<file path="config.mk">
export PLATFORM = sky130hd
export DESIGN_NAME = blmd_top
export DESIGN_NICKNAME = d
export VERILOG_FILES = /design/src/rtl/blmd_pkg.sv /design/src/rtl/blmd_top.sv /design/src/rtl/blmd_quant.sv
export VERILOG_INCLUDE_DIRS = /design/src /design/src/rtl
export SDC_FILE = /design/constraint.sdc
export NUM_CORES = 1
export LEC_CHECK = 0
export BUFFER_PORTS_ARGS = -buffer_cell sky130_fd_sc_hd__buf_2
export CELL_PAD_IN_SITES_DETAIL_PLACEMENT = 1
export CELL_PAD_IN_SITES_GLOBAL_PLACEMENT = 1
export CORE_ASPECT_RATIO = 1.5
export CORE_MARGIN = 1.5
export CORE_UTILIZATION = 45
export CTS_BUF_LIST = sky130_fd_sc_hd__clkbuf_8
export DETAILED_ROUTE_END_ITERATION = 7
export PLACE_DENSITY = 0.78
export SLEW_MARGIN = 40
export SYNTH_ARGS = -nofsm -noshare
export SYNTH_HDL_FRONTEND = slang
export SYNTH_SLANG_ARGS = --single-unit
</file>
<file path="constraint.sdc">
create_clock -name REF_CLK -period 26.7 [get_ports REF_CLK]
set_clock_uncertainty 0.1 [all_clocks]
set_input_delay 5.34 -clock REF_CLK [delete_from_list [all_inputs] [get_ports REF_CLK]]
set_output_delay 5.34 -clock REF_CLK [all_outputs]
set_load 0.03 [all_outputs]
</file>
<file path="src/rtl/blmd_defs.svh">
// timing counts, thresholds and reset values of the bar level meter display
`ifndef BLMD_DEFS_SVH
`define BLMD_DEFS_SVH

// system clock and nominal on-chip oscillator rate
`define BLMD_CLK_HZ      100000000
`define BLMD_OSC_HZ      2000

// peak hold and power-on mute times, in milliseconds at the nominal oscillator
`define BLMD_HOLD_MS     2000
`define BLMD_MUTE_MS     1000

// multiplex frame: eight oscillator slots, one per grid
`define BLMD_SLOTS       8
`define BLMD_SLOT_GRID1  3'h0
`define BLMD_SLOT_GRID2  3'h4
`define BLMD_SLOT_LOAD1  3'h7
`define BLMD_SLOT_LOAD2  3'h3

// bar geometry
`define BLMD_POINTS      12
`define BLMD_HOLD_LOW    4'h5

// level input width and ac thresholds in dB, points 12 down to 1
`define BLMD_LVL_W       13
`define BLMD_AC_THR      '{13'sd10, 13'sd7, 13'sd4, 13'sd2, 13'sd0, -13'sd2, \
                           -13'sd4, -13'sd7, -13'sd10, -13'sd20, -13'sd30, -13'sd40}
// dc thresholds in millivolts, points 12 down to 1
`define BLMD_DC_THR      '{13'sd2490, 13'sd2130, 13'sd1800, 13'sd1630, 13'sd1460, \
                           13'sd1310, 13'sd1180, 13'sd980, 13'sd820, 13'sd440, \
                           13'sd220, 13'sd90}

// reset values
`define BLMD_SEG_RST     12'h000
`define BLMD_GRID_RST    1'h1
`define BLMD_SLOT_RST    3'h1

`endif

</file>
<file path="src/rtl/blmd_pkg.sv">
// types of the bar level meter display
package blmd_pkg;

    // power-on mute phase
    typedef enum logic {
        BLMD_MUTING,
        BLMD_RUN
    } blmd_phase_t;

    // whole state of the controller
    typedef struct packed {
        logic [16:0]       div;
        logic [2:0]        slot;
        blmd_phase_t       phase;
        logic [12:0]       mute_cnt;
        logic [1:0][3:0]   hold_lvl;
        logic [1:0][12:0]  hold_cnt;
        logic              ac_prev;
        logic [11:0]       seg;
        logic              grid1_n;
        logic              grid2_n;
    } blmd_state_t;

endpackage

</file>
<file path="src/rtl/blmd_top.sv">
// two-channel twelve-point bar level meter with grid multiplexing, peak hold and mute
// oscillator: a divided tick of REF_CLK, one tick per OSC_DIV clocks
// frame: eight ticks; grid one owns slot 0, grid two owns slot 4
// segment loads: slot 7 for the first channel, slot 3 for the second
// loads land while both grids are dark, so no section glows a mixed pattern
// slot counter leaves reset at 1, so the first frame opens dark
// quantiser: one comparator chain per channel, thresholds falling with index
// bar height: count of thresholds met, 0 to 12, drawn as a thermometer
// input select steers both the level source and the threshold set
// peak hold: ac mode only, a held height and a tick timer per channel
// held height shown only from point 5 up; below that the present bar shows
// hold expiry: held height drops to the present height, timer restarts
// a mode change clears both holds, but a load in the very cycle of a switch to dc can still draw the ac peak
// power-on mute: tick counter, segments forced dark until it runs out
// forced mute: segments dark from the next clock; grids keep scanning
// all counts scale with OSC_DIV, so hold and mute follow the tick rate
// outputs come straight from flip-flops, one register stage after the decision
// limitation: a held peak is drawn as a full bar, not a lone point
// limitation: levels arrive as digital codes, dB for ac and millivolts for dc
// limitation: no front-end smoothing; the level codes are used as they come
// hazard: levels changing mid-frame may show different heights on the two grids
`timescale 1ns/100ps
`include "blmd_defs.svh"

module blmd_top #(
    parameter int OSC_DIV    = `BLMD_CLK_HZ / `BLMD_OSC_HZ,
    parameter int HOLD_TICKS = `BLMD_HOLD_MS * `BLMD_OSC_HZ / 1000,
    parameter int MUTE_TICKS = `BLMD_MUTE_MS * `BLMD_OSC_HZ / 1000
) (
    // clock and reset
    input  wire logic               REF_CLK,
    input  wire logic               RESET,
    // mode and mute controls
    input  wire logic               AC_SELECT,
    input  wire logic               MUTE,
    // ac levels in dB about point 8
    input  wire logic signed [12:0] FIRST_CHANNEL_AC_LEVEL,
    input  wire logic signed [12:0] SECOND_CHANNEL_AC_LEVEL,
    // dc levels in millivolts
    input  wire logic signed [12:0] FIRST_CHANNEL_DC_LEVEL,
    input  wire logic signed [12:0] SECOND_CHANNEL_DC_LEVEL,
    // tube drive
    output logic                    GRID1_N,
    output logic                    GRID2_N,
    output logic             [11:0] SEG
);

    // last count of the divider, hold timer and mute timer
    localparam logic [16:0] DIV_LAST  = 17'(OSC_DIV - 1);
    localparam logic [12:0] HOLD_LAST = 13'(HOLD_TICKS - 1);
    localparam logic [12:0] MUTE_LAST = 13'(MUTE_TICKS - 1);

    blmd_pkg::blmd_state_t st;
    blmd_pkg::blmd_state_t next_st;

    // per channel: selected level, bar height met, height on show
    logic signed [12:0] level [2];
    logic        [3:0]  count [2];
    logic        [3:0]  disp  [2];

    // scan tick and segment blanking
    logic               osc_tick;
    logic               blank;

    // bar height to thermometer pattern, point 1 in bit 0
    function automatic logic [11:0] therm(input logic [3:0] h);
        logic [11:0] b;
        b = 12'h000;
        for (int i = 0; i < `BLMD_POINTS; i++) begin
            b[i] = (4'(i) < h);
        end
        return b;
    endfunction

    // one step of a tick counter, wrapping inside its field
    function automatic logic [12:0] tick_inc(input logic [12:0] v);
        return 13'(v + 13'h0001);
    endfunction

    // true at the tick that moves the scan into the given slot
    function automatic logic enters_slot(input logic       tick,
                                         input logic [2:0] slot,
                                         input logic [2:0] target);
        return tick && (slot == target);
    endfunction

    // grid drive for a slot: low only while the scan sits in the grid's own slot
    function automatic logic grid_level(input logic [2:0] slot, input logic [2:0] own);
        return (slot != own);
    endfunction

    // height on show: held peak only when in the upper eight points and above now
    function automatic logic [3:0] shown_height(input logic [3:0] held,
                                                input logic [3:0] now);
        logic [3:0] h;
        h = now;
        if (held >= `BLMD_HOLD_LOW && held > now) begin
            h = held;
        end
        return h;
    endfunction

    // channel source select
    assign level[0] = AC_SELECT ? FIRST_CHANNEL_AC_LEVEL  : FIRST_CHANNEL_DC_LEVEL;
    assign level[1] = AC_SELECT ? SECOND_CHANNEL_AC_LEVEL : SECOND_CHANNEL_DC_LEVEL;

    // quantisers, one per channel
    // first channel
    blmd_quant u_quant0 (
        .level   (level[0]),
        .ac_mode (AC_SELECT),
        .count   (count[0])
    );

    // second channel
    blmd_quant u_quant1 (
        .level   (level[1]),
        .ac_mode (AC_SELECT),
        .count   (count[1])
    );

    // next state
    always_comb begin
        // hold everything by default
        next_st  = st;

        // oscillator divider: one tick every OSC_DIV clocks
        osc_tick = (st.div == DIV_LAST);
        next_st.div = osc_tick ? 17'h00000 : 17'(st.div + 17'h00001);

        // scan slot: one step per tick, eight slots to a frame
        if (osc_tick) begin
            next_st.slot = 3'(st.slot + 3'h1);
        end

        // power-on mute interval counted in oscillator ticks
        // phase leaves muting after MUTE_TICKS ticks, returns only on reset
        if (st.phase == blmd_pkg::BLMD_MUTING && osc_tick) begin
            if (st.mute_cnt == MUTE_LAST) begin
                next_st.phase = blmd_pkg::BLMD_RUN;
            end else begin
                next_st.mute_cnt = tick_inc(st.mute_cnt);
            end
        end

        // peak hold per channel
        // a higher height takes over the hold and restarts the timer
        // the timer counts ticks while the height stays at or below the hold
        // the mode is remembered to catch a switch between ac and dc
        next_st.ac_prev = AC_SELECT;
        for (int c = 0; c < 2; c++) begin
            if (!AC_SELECT || (st.ac_prev != AC_SELECT)) begin
                next_st.hold_lvl[c] = 4'h0;
                next_st.hold_cnt[c] = 13'h0000;
            end else if (count[c] > st.hold_lvl[c]) begin
                next_st.hold_lvl[c] = count[c];
                next_st.hold_cnt[c] = 13'h0000;
            end else if (osc_tick) begin
                if (st.hold_cnt[c] == HOLD_LAST) begin
                    next_st.hold_lvl[c] = count[c];
                    next_st.hold_cnt[c] = 13'h0000;
                end else begin
                    next_st.hold_cnt[c] = tick_inc(st.hold_cnt[c]);
                end
            end
            // held height shown only when it reaches the upper eight points
            disp[c] = shown_height(st.hold_lvl[c], count[c]);
        end

        // grids: one slot each out of eight, low while lit
        // taken from the next slot, so a grid changes on the tick edge itself
        // own slots lie four apart, so the grids never overlap
        next_st.grid1_n = grid_level(next_st.slot, `BLMD_SLOT_GRID1);
        next_st.grid2_n = grid_level(next_st.slot, `BLMD_SLOT_GRID2);

        // segments: loaded only in dark slots ahead of each grid
        // blanking wins over a load, so mute never lets a stale bar through
        // between loads the last pattern stands
        blank = MUTE || (st.phase != blmd_pkg::BLMD_RUN);
        if (blank) begin
            next_st.seg = 12'h000;
        end else if (enters_slot(osc_tick, next_st.slot, `BLMD_SLOT_LOAD1)) begin
            next_st.seg = therm(disp[0]);
        end else if (enters_slot(osc_tick, next_st.slot, `BLMD_SLOT_LOAD2)) begin
            next_st.seg = therm(disp[1]);
        end
    end

    // state register
    // reset: scan dark at slot 1, counters cleared, power-on mute armed
    always_ff @(posedge REF_CLK) begin
        if (RESET) begin
            st          <= '0;
            st.slot     <= `BLMD_SLOT_RST;
            st.phase    <= blmd_pkg::BLMD_MUTING;
            st.seg      <= `BLMD_SEG_RST;
            st.grid1_n  <= `BLMD_GRID_RST;
            st.grid2_n  <= `BLMD_GRID_RST;
        end else begin
            st <= next_st;
        end
    end

    // outputs straight from the state register
    // registered, so the tube pins never glitch between clock edges
    assign GRID1_N = st.grid1_n;
    assign GRID2_N = st.grid2_n;
    assign SEG     = st.seg;

endmodule

</file>
<file path="src/rtl/blmd_quant.sv">
// level quantiser: counts thresholds met, giving a bar height of 0 to 12
`timescale 1ns/100ps
`include "blmd_defs.svh"

module blmd_quant (
    // level sample and mode
    input  wire logic signed [12:0] level,
    input  wire logic               ac_mode,
    // bar height
    output logic             [3:0]  count
);

    localparam logic signed [12:0] AC_THR [12] = `BLMD_AC_THR;
    localparam logic signed [12:0] DC_THR [12] = `BLMD_DC_THR;

    // count met thresholds; thresholds fall monotonically so the count is a bar height
    always_comb begin
        count = 4'h0;
        for (int i = 0; i < `BLMD_POINTS; i++) begin
            if (ac_mode ? (level >= AC_THR[i]) : (level >= DC_THR[i])) begin
                count = count + 4'h1;
            end
        end
    end

endmodule

</file>
==> results.toml, run 1 <==
[global_routing]
grt_usage_pct = 24.5
use_met3_pct = 2.36
grt_pass1_vias = 8243
grt_first_pass_wirelength_mm = 39.0
overflow = 0
grt_util_met2_pct = 45.7
grt_busiest_layer = "met2"
antenna_found_initial = 0
met1_usage_pct = 27.9
grt_max_degree = 69

[synthesis]
synth_ff_type = "dfxtp_1"
synth_area_per_cell_sq_um = 7.69
seq_area_frac_synth_pct = 20.2
synth.distinct_cells = 91
synthArstFlopShare_pct = 0
synth_fp_nets = 1162
netlist_instances = 1071
netlist_area_sq_um = 8230
synth_seq_cells = 83
yosys_warnings = 0
synth-edff-count = 0

[critical_path]
slowest_stage = "buf_4"
path_buf_inv = 4
r2r-start = "st[71]"
start_kind = "primary input"
crit_required_ns = 26.89
cp.arrival_ns = 15.08
r2r_setup_slack_ns = 23.36
path_class = "in2reg"
critPathMostFrequentCell = "ha_1"
r2r-end = "SEG[10]"
cp_max_fo = 68
crit_family = "simple AND/OR/NAND/NOR gates"
worstRegToRegCells = 11
crit_path_end_kind = "register"
slowest_delay_ns = 0.60

[final_layout]
fin_nets = 1191
nFillCells = 2285
final_area_sq_um = 8790
seqCellArea_sq_um = 1660
drive_gt1_share_pct = 12.5
layout_common_cells = "nor2_1 (129), nand2_1 (97), dfxtp_1 (83)"
layout_commonest_cell = "nor2_1"
syn2layout_area_growth_pct = 6.82
multiInputGateArea_sq_um = 6120
diodes = 0

[outcome]
status = "finished, final reports clean"

[timing]
rsz0062_at_grt = "false"
worst_slew_pin_slew_ns = 0.755
drv_slew = 0
min_period_ns = 14.90
max_slew_margin_pct = 49.3
hold_viol_final = 0
setup_viol = 0
fin_tns_setup_ns = 0
fin_crit_sh_pct = 55.8
max_freq_ghz = 0.0671

[floorplanning]
start_util_pct = 45.9
io_pins = 70
coreArea_sq_um = 17900
fp-row-count = 60
die_area_sq_um = 19100
die_y_microns = 169
chipWidth_microns = 113

[power_and_ir_drop]
leakage_nw = 3.46
p_per_area_nw_per_um2 = 71.4
peakVddDrop_mv = 0.0513
finalPower_w = 0.000628

[routing]
wire_per_inst_microns = 17.6
ant_nets = 0
drc = 0
vias_per_cell = 6.08
vias = 8037
wl_mm = 23.3
first_pass_iters = 5
drtIter0Drc = 412

[clocking]
clkSinkCount = 83
post_cts_buffers = 0
clock_path_buffers = 2
hold_buffers = 0
cts-resized-gates = 0
cts_tree = "yes"
root_buffer = "clkbuf_8"
clock_latency_ns = 0.37
h-tree-depth = 3
cts.reportedPaths.clkPinSlew_ns = 0.09
cts_buffers = 9

[worst_hold_path]
min_from = "st[66]"
min_to = "st[66]"
hold_path.class = "reg2reg"
hold_depth = 1

[job]
maxCapViolCount = 0

[placement]
place_hpwl_mm = 18.2
place.gp.congestion = 0.897
placed_area_sq_um = 8580
io_buffers = 68
stage by stage:
stage | setup WS [ns] | util [%] | hold WS, ns | std cells
after detailed placement | 11.55 | 47.8 | 0.343 | 1306
final | 11.80 | 49.0 | 0.353 | 1321
after global routing | 10.81 | 49.0 | 0.402 | 1321
after CTS | 11.87 | 49.0 | 0.364 | 1321
after floorplan | 12.92 | - | 0.313 | 1071
after global placement | 11.79 | 47.8 | 0.334 | 1306
synth_stat cells (6+ instances only):
master,number,share of area (%)
nand3_1,44,2.7
or3_1,9,0.68
dfxtp_1,83,20
a31oi_1,20,1.5
nor3_1,37,2.2
nand2b_1,16,1.2
and4_1,6,0.64
xnor2_1,50,5.3
a21o_1,11,1.0
buf_6,7,0.96
a21oi_1,50,3.0
nand2_1,97,4.4
o2111ai_1,6,0.64
inv_1,41,1.9
nor3b_1,9,0.82
xnor3_1,6,1.6
mux2_2,14,1.9
and3_1,19,1.4
nand4_1,16,1.2
ha_1,35,5.3
buf_4,13,1.2
clkbuf_1,27,1.2
nor2b_1,17,1.3
o21ai_0,44,2.7
nor2_1,129,5.9
o21a_1,8,0.73
and2_1,15,1.1
nand3b_1,16,1.5
xor2_1,52,5.5
mux2i_1,23,2.8
a211oi_1,9,0.82
nor4_1,8,0.61
report_power, final:
group          internal [W]  switching (W)
sequential         0.000126     0.00000255
combinational      0.000163       0.000237
clock             0.0000544      0.0000452
worst max-delay path by stage:
| stage | from | endpoint | cells after the start |
|---|---|---|---|
| after floorplan | AC_SELECT | SEG[8] | 49 |
| after global placement | AC_SELECT | SEG[10] | 42 |
| after detailed placement | AC_SELECT | SEG[10] | 42 |
| after CTS | AC_SELECT | SEG[10] | 42 |
| after global routing | AC_SELECT | SEG[10] | 42 |
| final | AC_SELECT | SEG[10] | 42 |
cells by family (layout without fill, tap and decap cells):
kind of cell	Yosys count	in the layout	synth area share, %
flip-flops	83	83	20.2
AND/OR/NAND/NOR	473	473	29.4
adder cells (fa/ha/maj)	35	35	5.32
AO/OA/AOI/OAI	231	231	20.1
multiplexers	38	38	4.99
buffers and inverters	95	128	5.64
XOR/XNOR	116	116	14.4
registers in the layout, indices dropped and copies added, names as in the netlist:
name / cells
SEG: 12
GRID2_N: 1
st: 69
GRID1_N: 1
layer usage:
layer	part of all wire, %	wire length [microns]
met4	3.7	869
met1	42	9810
met2	52	12000
met3	2.5	577
met5	0	0
layout make-up:
type	count	share of cell area, %
flip-flops and latches	83	18.9
inverters	41	1.75
clock buffers	10	1.57
multi-input cells	893	69.6
clock inverters	5	0.896
well taps	217	3.09
repair buffers	72	4.24
Note: power is estimated with default switching activity, not from simulation.
==> run 2: changes to the inputs <==
==> constraint.sdc (replaced) <==
create_clock -name REF_CLK -period 13.94 [get_ports REF_CLK]
set_clock_uncertainty 0.1 [all_clocks]
set_input_delay 2.788 -clock REF_CLK [delete_from_list [all_inputs] [get_ports REF_CLK]]
set_output_delay 2.788 -clock REF_CLK [all_outputs]
set_load 0.03 [all_outputs]
==> run 2 against run 1 <==
Effect of this change: utilization up 0.24 points; register-to-register slack worse by 13 ns; sequential power up 92%; critical path depth up 1; combinational power up 90%; power up 96%; die area unchanged.
==> results.toml, run 2 (same netlist as run 1, synthesis figures left out) <==
[floorplanning]
io_pins = 70
chipWidth_microns = 113
coreArea_sq_um = 17900
die_y_microns = 169
die_area_sq_um = 19100
fp-row-count = 60
start_util_pct = 45.9

[clocking]
cts_tree = "yes"
post_cts_buffers = 0
cts_buffers = 9
clock_path_buffers = 2
root_buffer = "clkbuf_8"
clkSinkCount = 83
cts-resized-gates = 0
cts.reportedPaths.clkPinSlew_ns = 0.08
hold_buffers = 0
clock_latency_ns = 0.36
h-tree-depth = 3

[power_and_ir_drop]
p_per_area_nw_per_um2 = 139
peakVddDrop_mv = 0.0898
leakage_nw = 3.50

[timing]
fin_tns_setup_ns = 0
fin_crit_sh_pct = 84.9
drv_slew = 0
min_period_ns = 11.84
max_slew_margin_pct = 52.7
max_freq_ghz = 0.0845
rsz0062_at_grt = "false"
hold_viol_final = 0
worst_slew_pin_slew_ns = 0.704
setup_viol = 0

[final_layout]
regMostFlops = "st"
layout_commonest_cell = "nor2_1"
fin_nets = 1191
drive_gt1_share_pct = 12.5
largest_reg_flops = 69
layout_common_cells = "nor2_1 (129), nand2_1 (97), dfxtp_1 (83)"
final_util_pct = 49.3
syn2layout_area_growth_pct = 7.36
diodes = 0

[global_routing]
antenna_found_initial = 0
grt_max_degree = 90
grt_first_pass_wirelength_mm = 39.4
grt_usage_pct = 24.7
overflow = 0
grt_pass1_vias = 8305

[critical_path]
startpoint = "AC_SELECT"
crit_required_ns = 14.07
slowest_stage = "xnor3_1"
cp.arrival_ns = 11.97
r2r-start = "st[76]"
path_class = "in2reg"
start_kind = "primary input"
critPathMostFrequentCell = "ha_1"
crit_path_end_kind = "register"
cp_max_fo = 89
slowest_delay_ns = 0.50

[placement]
place_hpwl_mm = 18.1
io_buffers = 68
place.gp.congestion = 0.909

[routing]
drtIter0Drc = 492
wl_mm = 23.2
drc = 0
wire_per_inst_microns = 17.6
first_pass_iters = 5
vias_per_cell = 6.03
vias = 7969
ant_nets = 0

[worst_hold_path]
min_from = "st[66]"
hold_path.class = "reg2reg"

[job]
maxCapViolCount = 0

[outcome]
status = "finished, final reports clean"
run 2: changes by cell type in the layout (fill, tap and decap cells not counted), sizes merged:
cell / delta
clkinv: +1
clkinvlp: -2
inv: +1
clkbuf: -1
bufinv: +2
run 2: layer usage:
layer	vias up	wire (microns)	global-route usage, %
met5	-	0	0
met4	0	826	10.3
met3	52	613	1.90
met2	166	12000	46.7
met1	3838	9800	28.4
li1	3913	-	-
run 2: worst max-delay path, delay by kind of cell:
kind | cells | cell delay [ns]
AO/OA/AOI/OAI | 13 | 2.31
XOR/XNOR | 9 | 2.03
adder cells (fa/ha/maj) | 6 | 1.91
AND/OR/NAND/NOR | 11 | 1.89
buffers and inverters | 3 | 0.59
multiplexers | 1 | 0.40
run 2: stage by stage:
stage | power (W) | area [sq um] | hold WS [ns] | instances | setup WS (ns)
after global routing | 0.00134 | 8840 | 0.403 | 1322 | 1.28
after global placement | 0.000990 | 8580 | 0.333 | 1306 | 1.74
after detailed placement | 0.00101 | 8580 | 0.343 | 1306 | 1.58
after CTS | 0.00124 | 8830 | 0.363 | 1322 | 1.91
after floorplan | 0.000844 | 8230 | 0.313 | 1071 | 2.71
final | 0.00123 | 8840 | 0.361 | 1322 | 2.10
run 2: final cells by class:
class | instances | area, sq um
timing repair buffer | 72 | 377
clock inverter | 7 | 133
clock buffer | 9 | 124
sequential | 83 | 1660
multi-input combinational | 893 | 6120
fill | 2283 | 9100
tap | 217 | 272
inverter | 41 | 154
run 2: power breakdown:
group / internal [W] / switching, W / leakage [nW]
Clock: 0.000136 / 0.0000871 / 0.136
Sequential: 0.000241 / 0.00000494 / 0.669
Combinational: 0.000312 / 0.000450 / 2.69
run 2: final timing paths:
path	cells after the start	slack, ns	endpoint
min	1	0.36	st[66]
max	43	2.10	SEG[8]
max reg2reg	11	10.60	SEG[10]
min reg2reg	1	0.36	st[66]
==> run 3: changes to the inputs <==
--- a/config.mk
+++ b/config.mk
@@ -6,15 +6,16 @@
 export SDC_FILE = /design/constraint.sdc
 export NUM_CORES = 1
 export LEC_CHECK = 0
+export ABC_AREA = 1
 export BUFFER_PORTS_ARGS = -buffer_cell sky130_fd_sc_hd__buf_2
 export CELL_PAD_IN_SITES_DETAIL_PLACEMENT = 1
 export CELL_PAD_IN_SITES_GLOBAL_PLACEMENT = 1
 export CORE_ASPECT_RATIO = 1.5
 export CORE_MARGIN = 1.5
-export CORE_UTILIZATION = 45
+export CORE_UTILIZATION = 43
 export CTS_BUF_LIST = sky130_fd_sc_hd__clkbuf_8
 export DETAILED_ROUTE_END_ITERATION = 7
-export PLACE_DENSITY = 0.78
+export PLACE_DENSITY = 0.8
 export SLEW_MARGIN = 40
 export SYNTH_ARGS = -nofsm -noshare
 export SYNTH_HDL_FRONTEND = slang
==> constraint.sdc (replaced) <==
create_clock -name REF_CLK -period 11.9 [get_ports REF_CLK]
set_clock_uncertainty 0.1 [all_clocks]
set_input_delay 2.38 -clock REF_CLK [delete_from_list [all_inputs] [get_ports REF_CLK]]
set_output_delay 2.38 -clock REF_CLK [all_outputs]
set_load 0.03 [all_outputs]
==> run 3 against run 2 <==
Effect of this change: via count up 12%; hold slack worse by 0.011 ns; flip-flop and latch count stayed put; largest power group unchanged; largest cell class unchanged; synthesized area decreased by 0.47%; sequential share of layout area is 0.098 points lower; highest routed layer unchanged; sequential power grew 15%; critical path depth rose by 12; critical endpoint is now SEG[2]; global-route usage fell by 0.99 points; cell count grew 30%; power shrank 14%; synthesized cell count is 31% higher; wire length shrank 2.8%.
==> results.toml, run 3 <==
[outcome]
status = "finished, final reports clean"

[final_layout]
syn2layout_area_growth_pct = 8.43
drive_gt1_share_pct = 15.6
diodes = 0
layout_common_cells = "nand2_1 (370), inv_1 (209), nor2_1 (142)"
largest_reg_flops = 69
fin_nets = 1551
layout_commonest_cell = "nand2_1"
regMostFlops = "st"
final_util_pct = 47.7

[clocking]
hold_buffers = 0
post_cts_buffers = 0
clock_latency_ns = 0.37
cts.reportedPaths.clkPinSlew_ns = 0.09
cts_tree = "yes"
clkSinkCount = 83
cts-resized-gates = 0
cts_buffers = 9
root_buffer = "clkbuf_8"
clock_path_buffers = 2
h-tree-depth = 3

[timing]
worst_slew_pin_slew_ns = 0.652
setup_viol = 0
max_freq_ghz = 0.0972
rsz0062_at_grt = "false"
fin_crit_sh_pct = 86.4
fin_tns_setup_ns = 0
min_period_ns = 10.29
max_slew_margin_pct = 56.4
hold_viol_final = 0
drv_slew = 0

[floorplanning]
start_util_pct = 44.0
coreArea_sq_um = 18600
chipWidth_microns = 116
die_y_microns = 172
io_pins = 70
fp-row-count = 61
die_area_sq_um = 19900

[synthesis]
synth.distinct_cells = 50
netlist_instances = 1406
seq_area_frac_synth_pct = 20.3
synthArstFlopShare_pct = 0
synth_top_area_cell = "dfxtp_1"
synth_common_cells = "nand2_1 (370), inv_1 (207), nor2_1 (142)"
synth-edff-count = 0
yosys_warnings = 0
synth_area_leaders = "dfxtp_1 (20%), nand2_1 (17%), inv_1 (9.5%), nand3_1 (8.1%), nor2_1 (6.5%)"
synth_seq_cells = 83
synth_top_area_share_pct = 20.3
synth_fp_nets = 1497
synth_most_common_cell = "nand2_1"
synth_ff_type = "dfxtp_1"
netlist_area_sq_um = 8190
synth_area_per_cell_sq_um = 5.83

[routing]
wire_per_inst_microns = 13.2
vias = 8930
drc = 0
wl_mm = 22.6
vias_per_cell = 5.20
ant_nets = 0
first_pass_iters = 4
drtIter0Drc = 255

[power_and_ir_drop]
power_frac_comb_pct = 53.8
leakage_nw = 4.29
p_int_w = 0.000568
switching_share_pct = 46.3
p_per_area_nw_per_um2 = 119
clkPwrFrac_pct = 19.5
peakVddDrop_mv = 0.0482
power.net_switching_w = 0.000489
power_frac_seq_pct = 26.8

[critical_path]
cp.arrival_ns = 10.50
r2r_setup_slack_ns = 7.92
start_kind = "primary input"
path_buf_inv = 12
r2r-start = "st[66]"
crit_family = "simple AND/OR/NAND/NOR gates"
critPathMostFrequentCell = "inv_1"
cp_max_fo = 55
slowest_delay_ns = 0.52
startpoint = "AC_SELECT"
crit_required_ns = 12.11
slowest_stage = "buf_4"
path_class = "in2reg"
crit_path_end_kind = "register"

[global_routing]
grt_usage_pct = 23.8
grt_pass1_vias = 9188
grt_first_pass_wirelength_mm = 39.1
antenna_found_initial = 0
grt_max_degree = 56
overflow = 0

[worst_hold_path]
hold_path.class = "reg2reg"
min_from = "st[61]"

[placement]
place.gp.congestion = 0.983
place_hpwl_mm = 18.9
io_buffers = 69

[job]
maxCapViolCount = 0
-- run 3: worst paths after layout --
kind         cells past startpoint     end
min reg2reg                      1  st[61]
min                              1  st[61]
max                             55  SEG[2]
max reg2reg                     16  st[60]
-- run 3: logic make-up (layout without fill, tap and decap cells) --
| group | count (synthesis) | count (layout) | share of synthesized area [%] |
|---|---|---|---|
| AND/OR/NAND/NOR | 826 | 826 | 46.8 |
| buffers and inverters | 262 | 321 | 13.1 |
| AO/OA/AOI/OAI | 192 | 192 | 13.6 |
| flip-flops | 83 | 83 | 20.3 |
| adder cells (fa/ha/maj) | 35 | 35 | 5.35 |
| XOR/XNOR | 7 | 7 | 0.748 |
| multiplexers | 1 | 1 | 0.122 |
-- run 3: stage by stage --
step	total power [W]	hold WS [ns]	instances	setup WS, ns	area, sq um
after floorplan	0.000735	0.318	1406	2.94	8190
after global placement	0.000844	0.334	1701	1.33	8680
after detailed placement	0.000863	0.349	1701	1.15	8690
after CTS	0.00107	0.361	1717	1.52	8880
after global routing	0.00117	0.380	1717	0.733	8880
final	0.00106	0.350	1717	1.61	8880
-- run 3: power by group through the flow --
stage	Combinational [W]	Sequential [W]	Clock [W]
2_1_floorplan	0.000446	0.000289	0
3_3_place_gp	0.000555	0.000289	0
3_5_place_dp	0.000573	0.000289	0
4_1_cts	0.000576	0.000283	0.000212
5_1_grt	0.000662	0.000283	0.000223
6_report	0.000568	0.000283	0.000206
-- run 3: routing by layer --
metal  global-route usage [%]  part of all wire, %  up-vias
li1                         -                    -     4622
met1                     23.8                   40     4161
met2                     49.0                   55      107
met3                     1.89                  1.7       40
met4                     9.49                  3.2        0
met5                        0                    0        -
-- run 3: area by class of cell --
cell class                 instances  area [sq um]
clock buffer                      10           138
clock inverter                     6          57.6
fill                            2752          9740
inverter                         232           871
multi-input combinational       1061          5470
sequential                        83          1660
tap                              252           315
timing repair buffer              73           375
